$ cat config.mk
export PLATFORM = sky130hd
export DESIGN_NAME = ulpi_phy_register_map
export DESIGN_NICKNAME = d
export VERILOG_FILES = /design/src/hdl/ulpi_regmap_pkg.sv /design/src/hdl/rsc_byte.sv /design/src/hdl/ulpi_phy_register_map.sv
export SDC_FILE = /design/constraint.sdc
export NUM_CORES = 1
export LEC_CHECK = 0
export BUFFER_PORTS_ARGS = -buffer_cell sky130_fd_sc_hd__clkbuf_2
export CORE_ASPECT_RATIO = 1.75
export CORE_MARGIN = 4
export CORE_UTILIZATION = 40
export CTS_CLUSTER_DIAMETER = 120
export CTS_CLUSTER_SIZE = 8
export DETAILED_ROUTE_END_ITERATION = 8
export PLACE_DENSITY_LB_ADDON = 0.1
export SLEW_MARGIN = 20
export SYNTH_ARGS = -nofsm -noshare
export SYNTH_HDL_FRONTEND = slang
export SYNTH_SLANG_ARGS = --single-unit
$ cat constraint.sdc
create_clock -name CLK_I -period 5.48 [get_ports CLK_I]
set_input_delay 1.096 -clock CLK_I [delete_from_list [all_inputs] [get_ports CLK_I]]
set_output_delay 1.096 -clock CLK_I [all_outputs]
set_load 0.01 [all_outputs]
$ cat src/hdl/ulpi_regmap_pkg.sv
// Purpose: Shared constants and types for the transceiver register bank.
// Assumes: Byte-wide registers reached by a register access port on the interface clock.
// Notes:   Offsets are the immediate-space byte addresses.
package ulpi_regmap_pkg;

  localparam int DATA_W = 8;

  // -------------------------------------------------------------------------
  // Register offsets
  // -------------------------------------------------------------------------
  localparam logic [7:0] ADDR_MAKER_LO   = 8'h00;
  localparam logic [7:0] ADDR_MAKER_HI   = 8'h01;
  localparam logic [7:0] ADDR_PART_LO    = 8'h02;
  localparam logic [7:0] ADDR_PART_HI    = 8'h03;
  localparam logic [7:0] ADDR_LEVEL_VIEW = 8'h13;
  localparam logic [7:0] ADDR_CAPT_VIEW  = 8'h14;
  localparam logic [7:0] ADDR_LINE_DIAG  = 8'h15;
  localparam logic [7:0] ADDR_RSVD_LO    = 8'h19;
  localparam logic [7:0] ADDR_RSVD_HI    = 8'h2e;
  localparam logic [7:0] ADDR_GATEWAY    = 8'h2f;
  localparam logic [7:0] ADDR_SPEC_LO    = 8'h30;
  localparam logic [7:0] ADDR_SPEC_HI    = 8'h3c;
  localparam logic [7:0] ADDR_MIRROR_TOP = 8'h3f;
  localparam int         SPEC_COUNT      = 13;

  // Registers with read, write, set and clear addresses at base, +1, +2.
  localparam int NUM_RSC    = 7;
  localparam int IDX_FUNC   = 0;
  localparam int IDX_ALT    = 1;
  localparam int IDX_DUAL   = 2;
  localparam int IDX_RISE   = 3;
  localparam int IDX_FALL   = 4;
  localparam int IDX_SPARE  = 5;
  localparam int IDX_SUPPLY = 6;
  localparam logic [NUM_RSC-1:0][7:0] RSC_BASE = {8'h3d, 8'h16, 8'h10, 8'h0d, 8'h0a, 8'h07, 8'h04};
  localparam logic [NUM_RSC-1:0][7:0] RSC_RESET = {8'h00, 8'h00, 8'h00, 8'h00, 8'h00, 8'h00, 8'h41};
  localparam logic [7:0] OFS_SET   = 8'h01;
  localparam logic [7:0] OFS_CLEAR = 8'h02;

  // -------------------------------------------------------------------------
  // Types
  // -------------------------------------------------------------------------
  typedef enum logic [1:0] {OP_NONE, OP_WRITE, OP_SET, OP_CLEAR} wr_op_t;

  typedef struct packed {
    logic       valid;
    logic       write;
    logic [7:0] addr;
    logic [7:0] wdata;
  } acc_req_t;

  typedef struct packed {
    logic       valid;
    logic [7:0] data;
  } acc_rsp_t;

endpackage : ulpi_regmap_pkg

$ cat src/hdl/rsc_byte.sv
// Purpose: One byte register with overwrite, bit-set and bit-clear updates.
// Assumes: Operation decoded by the caller, one operation per cycle.
// Notes:   Holds its reset value until the first write.
`timescale 1ns/1ps
module rsc_byte
  import ulpi_regmap_pkg::*;
#(
  parameter logic [7:0] RESET_VAL = 8'h00
) (
  input  wire logic       clk_i,
  input  wire logic       rst_i,
  input  wire wr_op_t     op_i,
  input  wire logic [7:0] data_i,
  output logic      [7:0] q_o
);

  logic [7:0] q_d;

  always_comb begin
    case (op_i)
      OP_WRITE: q_d = data_i;
      OP_SET:   q_d = q_o | data_i;
      OP_CLEAR: q_d = q_o & ~data_i;
      default:  q_d = q_o;
    endcase
  end

  always_ff @(posedge clk_i) begin
    if (rst_i) begin
      q_o <= RESET_VAL;
    end else begin
      q_o <= q_d;
    end
  end

endmodule : rsc_byte

$ cat src/hdl/ulpi_phy_register_map.sv
// Purpose: Register bank of a USB transceiver reached by link register accesses.
// Assumes: The interface front end presents one decoded access per cycle on ACC_I.
// Notes:   Read data returns one cycle after the access; writes take effect at the same edge.
`timescale 1ns/1ps

module ulpi_phy_register_map
  import ulpi_regmap_pkg::*;
#(
  parameter logic [15:0] MAKER_CODE = 16'h5aa5,  // Arbitrary value.
  parameter logic [15:0] PART_CODE  = 16'h3cc3,  // Arbitrary value.
  parameter int          EVENT_W    = 8
) (
  input  wire logic             CLK_I,
  input  wire logic             RESET_I,
  input  wire acc_req_t         ACC_I,
  input  wire logic [EVENT_W-1:0] EVENT_LEVEL_I,
  input  wire logic [7:0]       LINE_DIAG_I,
  output acc_rsp_t              RSP_O,
  output logic      [7:0]       FUNC_CTRL_O,
  output logic      [7:0]       ALT_CTRL_O,
  output logic      [7:0]       DUAL_CTRL_O,
  output logic      [7:0]       RISE_EN_O,
  output logic      [7:0]       FALL_EN_O,
  output logic      [7:0]       SUPPLY_CTRL_O,
  output logic      [7:0]       CAPTURE_O
);

  // -------------------------------------------------------------------------
  // Elaboration checks
  // -------------------------------------------------------------------------
  generate
    if (EVENT_W != DATA_W) begin : g_bad_width
      $error("event width must equal the register width");
    end
  endgenerate

  typedef enum {GW_IDLE, GW_ARMED} gw_state_t;

  // -------------------------------------------------------------------------
  // Decode helpers
  // -------------------------------------------------------------------------
  function automatic wr_op_t decode_op(input logic [7:0] addr, input logic [7:0] base);
    wr_op_t op;
    op = OP_NONE;
    if (addr == base) begin
      op = OP_WRITE;
    end else if (addr == 8'(base + OFS_SET)) begin
      op = OP_SET;
    end else if (addr == 8'(base + OFS_CLEAR)) begin
      op = OP_CLEAR;
    end
    return op;
  endfunction : decode_op

  function automatic logic in_range(input logic [7:0] addr, input logic [7:0] lo, input logic [7:0] hi);
    return (addr >= lo) && (addr <= hi);
  endfunction : in_range

  // -------------------------------------------------------------------------
  // Input synchronisers for levels from the analog side
  // -------------------------------------------------------------------------
  logic [7:0] event_s1_q;
  logic [7:0] event_s2_q;
  logic [7:0] event_prev_q;
  logic [7:0] diag_s1_q;
  logic [7:0] diag_s2_q;

  always_ff @(posedge CLK_I) begin
    if (RESET_I) begin
      event_s1_q   <= 8'h00;
      event_s2_q   <= 8'h00;
      event_prev_q <= 8'h00;
      diag_s1_q    <= 8'h00;
      diag_s2_q    <= 8'h00;
    end else begin
      event_s1_q   <= EVENT_LEVEL_I;
      event_s2_q   <= event_s1_q;
      event_prev_q <= event_s2_q;
      diag_s1_q    <= LINE_DIAG_I;
      diag_s2_q    <= diag_s1_q;
    end
  end

  // -------------------------------------------------------------------------
  // Extended-space gateway
  // -------------------------------------------------------------------------
  // The write to the gateway carries the extended address; the next access
  // then goes to that address. The gateway is only seen in immediate space,
  // so an extended access can never re-arm itself.
  gw_state_t  gw_state_q;
  gw_state_t  gw_state_d;
  logic [7:0] ext_addr_q;
  logic [7:0] ext_addr_d;

  wire logic       armed       = (gw_state_q == GW_ARMED);
  wire logic       gw_hit      = ACC_I.valid && ACC_I.write && !armed && (ACC_I.addr == ADDR_GATEWAY);
  wire logic [7:0] eff_addr    = armed ? ext_addr_q : ACC_I.addr;
  wire logic       ext_ok      = !armed || (ext_addr_q <= ADDR_MIRROR_TOP);
  wire logic       live        = ACC_I.valid && ext_ok && !gw_hit;
  wire logic       do_write    = live && ACC_I.write;
  wire logic       do_read     = live && !ACC_I.write;

  always_comb begin
    gw_state_d = gw_state_q;
    ext_addr_d = ext_addr_q;
    case (gw_state_q)
      GW_IDLE: begin
        if (gw_hit) begin
          gw_state_d = GW_ARMED;
          ext_addr_d = ACC_I.wdata;
        end
      end
      GW_ARMED: begin
        if (ACC_I.valid) begin
          gw_state_d = GW_IDLE;
        end
      end
      default: gw_state_d = GW_IDLE;
    endcase
  end

  always_ff @(posedge CLK_I) begin
    if (RESET_I) begin
      gw_state_q <= GW_IDLE;
      ext_addr_q <= 8'h00;
    end else begin
      gw_state_q <= gw_state_d;
      ext_addr_q <= ext_addr_d;
    end
  end

  // -------------------------------------------------------------------------
  // Read, write, set and clear registers
  // -------------------------------------------------------------------------
  logic [NUM_RSC-1:0][7:0] rsc_q;
  logic [NUM_RSC-1:0][7:0] rsc_rd;

  genvar gi;
  generate
    for (gi = 0; gi < NUM_RSC; gi++) begin : g_rsc
      wire wr_op_t op = do_write ? decode_op(eff_addr, RSC_BASE[gi]) : OP_NONE;

      rsc_byte #(
        .RESET_VAL (RSC_RESET[gi])
      ) u_cell (
        .clk_i  (CLK_I),
        .rst_i  (RESET_I),
        .op_i   (op),
        .data_i (ACC_I.wdata),
        .q_o    (rsc_q[gi])
      );

      assign rsc_rd[gi] = in_range(eff_addr, RSC_BASE[gi], 8'(RSC_BASE[gi] + OFS_CLEAR)) ? rsc_q[gi] : 8'h00;
    end
  endgenerate

  // -------------------------------------------------------------------------
  // Maker-specific bytes, plain overwrite storage
  // -------------------------------------------------------------------------
  logic [7:0] spec_q [SPEC_COUNT];

  wire logic       spec_hit = in_range(eff_addr, ADDR_SPEC_LO, ADDR_SPEC_HI);
  wire logic [3:0] spec_idx = 4'(eff_addr - ADDR_SPEC_LO);

  always_ff @(posedge CLK_I) begin
    if (RESET_I) begin
      for (int i = 0; i < SPEC_COUNT; i++) begin
        spec_q[i] <= 8'h00;
      end
    end else if (do_write && spec_hit) begin
      spec_q[spec_idx] <= ACC_I.wdata;
    end
  end

  // -------------------------------------------------------------------------
  // Event capture
  // -------------------------------------------------------------------------
  // A read of the capture byte clears it, but an edge seen in that same
  // cycle is kept so no event slips between read and clear.
  logic [7:0] capture_q;
  logic [7:0] capture_d;

  wire logic [7:0] rise_ev  = event_s2_q & ~event_prev_q & rsc_q[IDX_RISE];
  wire logic [7:0] fall_ev  = ~event_s2_q & event_prev_q & rsc_q[IDX_FALL];
  wire logic       capt_rd  = do_read && (eff_addr == ADDR_CAPT_VIEW);

  assign capture_d = (capt_rd ? 8'h00 : capture_q) | rise_ev | fall_ev;

  always_ff @(posedge CLK_I) begin
    if (RESET_I) begin
      capture_q <= 8'h00;
    end else begin
      capture_q <= capture_d;
    end
  end

  // -------------------------------------------------------------------------
  // Read data selection
  // -------------------------------------------------------------------------
  // Reserved, gateway and out-of-map reads return zero; no write reaches
  // anything outside the decoded cells, maker bytes and gateway.
  logic [7:0] rsc_any;

  always_comb begin
    rsc_any = 8'h00;
    for (int i = 0; i < NUM_RSC; i++) begin
      rsc_any = rsc_any | rsc_rd[i];
    end
  end

  wire logic [7:0] rd_fixed =
      (eff_addr == ADDR_MAKER_LO)   ? MAKER_CODE[7:0]  :
      (eff_addr == ADDR_MAKER_HI)   ? MAKER_CODE[15:8] :
      (eff_addr == ADDR_PART_LO)    ? PART_CODE[7:0]   :
      (eff_addr == ADDR_PART_HI)    ? PART_CODE[15:8]  :
      (eff_addr == ADDR_LEVEL_VIEW) ? event_s2_q       :
      (eff_addr == ADDR_CAPT_VIEW)  ? capture_q        :
      (eff_addr == ADDR_LINE_DIAG)  ? diag_s2_q        : 8'h00;
  wire logic [7:0] rd_spec = spec_hit ? spec_q[spec_idx] : 8'h00;
  wire logic       rsvd    = in_range(eff_addr, ADDR_RSVD_LO, ADDR_RSVD_HI);
  wire logic [7:0] rd_data = rsvd ? 8'h00 : (rd_fixed | rd_spec | rsc_any);

  acc_rsp_t rsp_d;

  assign rsp_d.valid = ACC_I.valid && !ACC_I.write;
  assign rsp_d.data  = ext_ok ? rd_data : 8'h00;

  always_ff @(posedge CLK_I) begin
    if (RESET_I) begin
      RSP_O <= '0;
    end else begin
      RSP_O <= rsp_d;
    end
  end

  assign FUNC_CTRL_O   = rsc_q[IDX_FUNC];
  assign ALT_CTRL_O    = rsc_q[IDX_ALT];
  assign DUAL_CTRL_O   = rsc_q[IDX_DUAL];
  assign RISE_EN_O     = rsc_q[IDX_RISE];
  assign FALL_EN_O     = rsc_q[IDX_FALL];
  assign SUPPLY_CTRL_O = rsc_q[IDX_SUPPLY];
  assign CAPTURE_O     = capture_q;

  wire logic imm_wr = ACC_I.valid && ACC_I.write && !armed;
  wire logic imm_rd = ACC_I.valid && !ACC_I.write && !armed;
  wire logic ro_addr = (ACC_I.addr <= ADDR_PART_HI) || in_range(ACC_I.addr, ADDR_LEVEL_VIEW, ADDR_LINE_DIAG)
                       || in_range(ACC_I.addr, ADDR_RSVD_LO, ADDR_RSVD_HI);
endmodule : ulpi_phy_register_map

== Word-level counts from Yosys, hierarchy flattened ==
Memories as Yosys holds them, arrays and structs flattened.
Cells that the tools add are included.

* Register bits after elaboration: 153
* Bits of input ports: 36
* Memory bits (writable): 104
* Word-level logic and storage cells: 222
* Output and inout port bits: 65
* Memories kept: 1

{| class="wikitable"
|+ Memory list
! memory !! words !! bits a word !! rd ports !! clocked after memory_dff !! wr ports !! line !! source
|-
| spec_q || 13 || 8 || 1 || 0 || 13 || ulpi_phy_register_map.sv:160 || <nowiki>logic [7:0] spec_q [SPEC_COUNT];</nowiki>
|}

* Eq/ne operators: 53
* Mux-type cells: 63
* Bitwise gates (word level): 32
* Add/subtract/negate cells: 1
* $lt $le $gt $ge: 19
* Reductions and logical operators: 36

{| class="wikitable"
|+ Operator list
! operator !! number
|-
| $pmux W8 S3 || 7
|-
| $mux W8 || 18
|-
| $or A8 B8 Y8 || 17
|-
| $and A8 B8 Y8 || 11
|-
| $eq A8 B5 Y1 const B || 9
|-
| $eq A8 B4 Y1 const B || 8
|-
| $mux W32 || 2
|-
| $pmux W32 S2 || 1
|-
| $mux W2 || 28
|-
| $eq A32 B1 Y1 const B || 1
|-
| $eq A32 B2 Y1 const B || 1
|-
| $eq A8 B3 Y1 const B || 4
|-
| $eq A8 B6 Y1 const B || 4
|-
| $le A8 B6 Y1 const B || 4
|-
| $logic_not A32 Y1 || 1
|-
| $eq A2 B2 Y1 const B || 14
|-
| $ge A8 B5 Y1 const B || 3
|-
| $le A8 B4 Y1 const B || 3
|-
| $not A8 Y8 || 3
|-
| $reduce_bool A3 Y1 || 7
|-
| $logic_and A1 B1 Y1 || 19
|-
| $eq A8 B2 Y1 const B || 2
|-
| $ge A8 B3 Y1 const B || 2
|-
| $ge A8 B4 Y1 const B || 2
|-
| other kinds (16) || 33
|}

== Depth between registers and ports, before layout ==
* Word-level depth: 13
* Depth in mapped cells: 11
* Mapped depth without buffers: 6

== Cells and area by module ==
Synthesis repeated with hierarchy kept, for this count alone.

* Cells, all modules: 1,096
* Area, all modules: 11,513.5 sq um

{| class="wikitable"
|+ Modules (own cells, without submodules)
! module !! cells each !! sequential area each (sq um) !! instances !! area an instance (sq um)
|-
| ulpi_phy_register_map || 793 || 5,104.9 || 1 || 9,083.7
|-
| rsc_byte at g_rsc[1].u_cell ... || 43 || 160.2 || 6 || 344.1
|-
| rsc_byte at g_rsc[0].u_cell || 45 || 160.2 || 1 || 365.4
|}

== Worst setup path after synthesis ==
Ideal clock, no wire load.

* Path kind: input to register
* From: input ACC_I[8] in the netlist's numbering
* To: memory spec_q[7][0] (enable)
* Arrival time: 3,179 ps
* Setup time: 384 ps
* Required time: 5,096 ps
* Buffers on the path: 3
* Cell stages on the path: 8
* Slack: 1,917 ps
* Path through: buf_2 -> nor3_1 -> a21oi_2 -> a21o_1 -> or3_1 -> buf_2 -> buf_6 -> o21ai_0

{| class="wikitable"
|+ RTL lines
! element !! line !! source
|-
| start: declaration || ulpi_phy_register_map.sv:15 || <nowiki>input wire acc_req_t ACC_I,</nowiki>
|-
| end: declaration || ulpi_phy_register_map.sv:160 ||
|}

==> out/qor.yml <==
place:
  port_buffers: 100
  place.gp.congestion: 0.912
  dp_cells: 1534
  placed_cell_area_um2: 12400
  dpl.hpwl_um: 28600
  dp_slack_ns: 1.34
power_and_ir_drop:
  pwr-share-comb_pct: 6.0
  seq_power_share_pct: 46.3
  clock_power_share_pct: 47.7
  leakagePower_nw: 4.93
  p_sw_share_pct: 23.3
  power.internal_w: 0.00337
  p_per_area_nw_per_um2: 327
  p_switching_w: 0.00102
  peakVddDrop_mv: 0.267
timing:
  timing.final.ws_setup_ns: 1.60
  min_period_over_period_pct: 70.9
  finalSetupViolations: 0
  relSlewSlack_pct: 23.4
  worst_hold_slack_ns: 0.428
  rsz0062_at_grt: "no"
  drv_slew: 0
  hold_viol: 0
  period_minus_slack_ns: 3.88
  clock-skew-final_ns: 0.0202
  fin_setup_tns_ns: 0
  tightestPinTransition_ns: 1.15
  fmax_mhz: 258
synth:
  synthSimpleGateAreaFrac_pct: 23.4
  synth_top_family_by_area: "simple AND/OR/NAND/NOR gates"
  synth_compound_area_share_pct: 14.1
  muxShareOfSynthArea_pct: 4.70
  synth-xor-area-share_pct: 0.151
  ys.warnings.count: 0
  ys.flop_type: "edfxtp_1"
  synth_edf_count: 128
  avgSynthCellArea_um2: 10.6
  synthArstFlopShare_pct: 0
  synth.cell_area_um2: 11600
  ys_types: 76
  synth_fa_ha_area_share_pct: 0
  synthCells: 1097
  ys_seq_area_share_pct: 54.2
  yosys_register_bits: 250
finish:
  regMostFlops: "spec_q"
  drive_gt1_share_pct: 17.5
  antenna-diode-count: 0
  instances_no_fill: 1590
  largest_reg_flops: 128
  layout.nets: 1231
  layout_commonest_cell: "edfxtp_1"
  top_regs: "spec_q: 128 flops, g_rsc.u_cell.q_o: 56 flops, RSP_O: 9 flops"
  finalInstanceArea_um2: 13400
  nFillCells: 2708
  mostFrequentLayoutCells: "128 x edfxtp_1, 122 x dfxtp_1, 112 x nand2_1, 109 x and2_1, 99 x clkbuf_2"
  area_growth_pct: 16.0
detailed_routing:
  remaining_drc_errors: 0
  via_count: 9067
  wl_met2_um: 22200
  ant_nets: 0
  first_pass_iters: 5
  wl_met1_um: 13600
  wl_met3_um: 2030
  via_per_inst: 5.70
  highest_layer: "met4"
  routed_wl_um: 40400
  wl_per_cell_um: 25.4
  drt-initial-drc-count: 742
setup_path:
  crit_path_max_incr_delay_ns: 0.72
  crit_path_end_kind: "flop"
  required_ns: 5.66
  path_class: "flop to flop"
  crit_chain: "buf_4 -> inv_1 -> and4_4 -> or2_1 -> buf_4 -> or3_1 -> buf_4 -> nor3_4 -> or2_1"
  crit_path_start: "gw_state_q[0]"
  crit_slowest_cell: "dfxtp_1"
  worstReg2RegStart: "gw_state_q[0]"
  crit_path_frequent_cell: "buf_4"
  cp_data_arrival_time_ns: 4.07
  path_max_fanout: 19
  start_kind: "flop"
clocking:
  post_cts_buffers: 0
  clkSinkCount: 250
  numCtsBuffers: 37
  clkLatencyLatePin_ns: 0.53
  htreeDepth: 2
  cts-root-buf: "clkbuf_16"
  cts_tree: "yes"
  clk_pin_slew_ns: 0.05
  clock_path_buffers: 3
  cts_resized: 0
  postCtsHoldBufs: 0
die:
  ios: 101
  fp.dieH_um: 233
  die_area_um2: 31900
  rows: 82
  start_util_pct: 40.5
  core_area_um2: 28600
  die_width_um: 137
flow_run:
  maxCapViolCount: 0
grt:
  grt_pass1_vias: 9137
  grt.overflow.total: 0
  antenna_found_initial: 0
  grt_max_degree: 68
  grt_pass1_wl_um: 59500
  grt_use_total_pct: 25.8
hold_path:
  worstHoldStart: "diag_s1_q[7]"
  hold_class: "flop to flop"
run_status:
  outcome: "completed"
critical path, delay by kind of cell, from the launching register on:
family | cells | cell delay [ns]
simple gates | 5 | 1.70
buf+inv | 4 | 1.10
flops | 1 | 0.72
stage by stage:
step | utilization [%] | power (W)
2_1_floorplan | - | 0.00222
3_3_place_gp | 43.3 | 0.00234
3_5_place_dp | 43.3 | 0.00234
4_1_cts | 47.0 | 0.00444
5_1_grt | 47.0 | 0.00453
6_report | 47.0 | 0.00440
logic make-up after synthesis:
group | count (synthesis)
multiplexers | 39
AND/OR/NAND/NOR | 475
other | 1
flip-flops | 250
AO/OA/AOI/OAI | 247
XOR/XNOR | 2
buffers and inverters | 83
power groups by stage:
stage / clock [W] / combinational [W] / sequential [W]
after floorplan: 0 / 0.000162 / 0.00206
after global placement: 0 / 0.000264 / 0.00207
after detailed placement: 0 / 0.000264 / 0.00207
after CTS: 0.00214 / 0.000265 / 0.00204
after global routing: 0.00221 / 0.000282 / 0.00204
final: 0.00210 / 0.000264 / 0.00204
Yosys cell counts, drive strengths merged (8+ instances only):
cell type	count	area, um^2
clkbuf	45	170
a32o	24	240
and2	110	688
nand3	24	120
or2	14	87.6
mux4	11	248
edfxtp	128	3840
mux2i	25	263
nor3b	10	90.1
dfxtp	122	2440
a22oi	15	113
o21ai	62	310
buf	33	203
nor3	26	262
a21oi	83	427
a22o	10	87.6
nor2	75	287
nor2b	54	338
nand2	112	420
nand3b	13	110
or4	8	60.1
area by class of cell:
type | count | area, um^2 | area share, %
clock inverters | 2 | 17.5 | 0.130
multi-input cells | 787 | 5010 | 37.3
flip-flops and latches | 250 | 6290 | 46.8
clock buffers | 54 | 1030 | 7.68
well taps | 378 | 473 | 3.52
inverters | 5 | 18.8 | 0.140
repair buffers | 114 | 608 | 4.52
metal layers:
metal / up-vias / track usage (%)
li1: 4137 / -
met1: 4442 / 26.4
met2: 355 / 48.4
met3: 133 / 3.81
met4: 0 / 15.2
met5: - / 0
worst paths after layout:
| kind | endpoint | slack [ns] | cells after the start |
|---|---|---|---|
| worst max-delay path | spec_q[8][3] | 1.60 | 9 |
| worst min-delay path | diag_s2_q[7] | 0.43 | 1 |
| worst max register to register | spec_q[8][3] | 1.60 | 9 |
| worst min register to register | diag_s2_q[7] | 0.43 | 1 |
(Power assumes the default switching activity.)
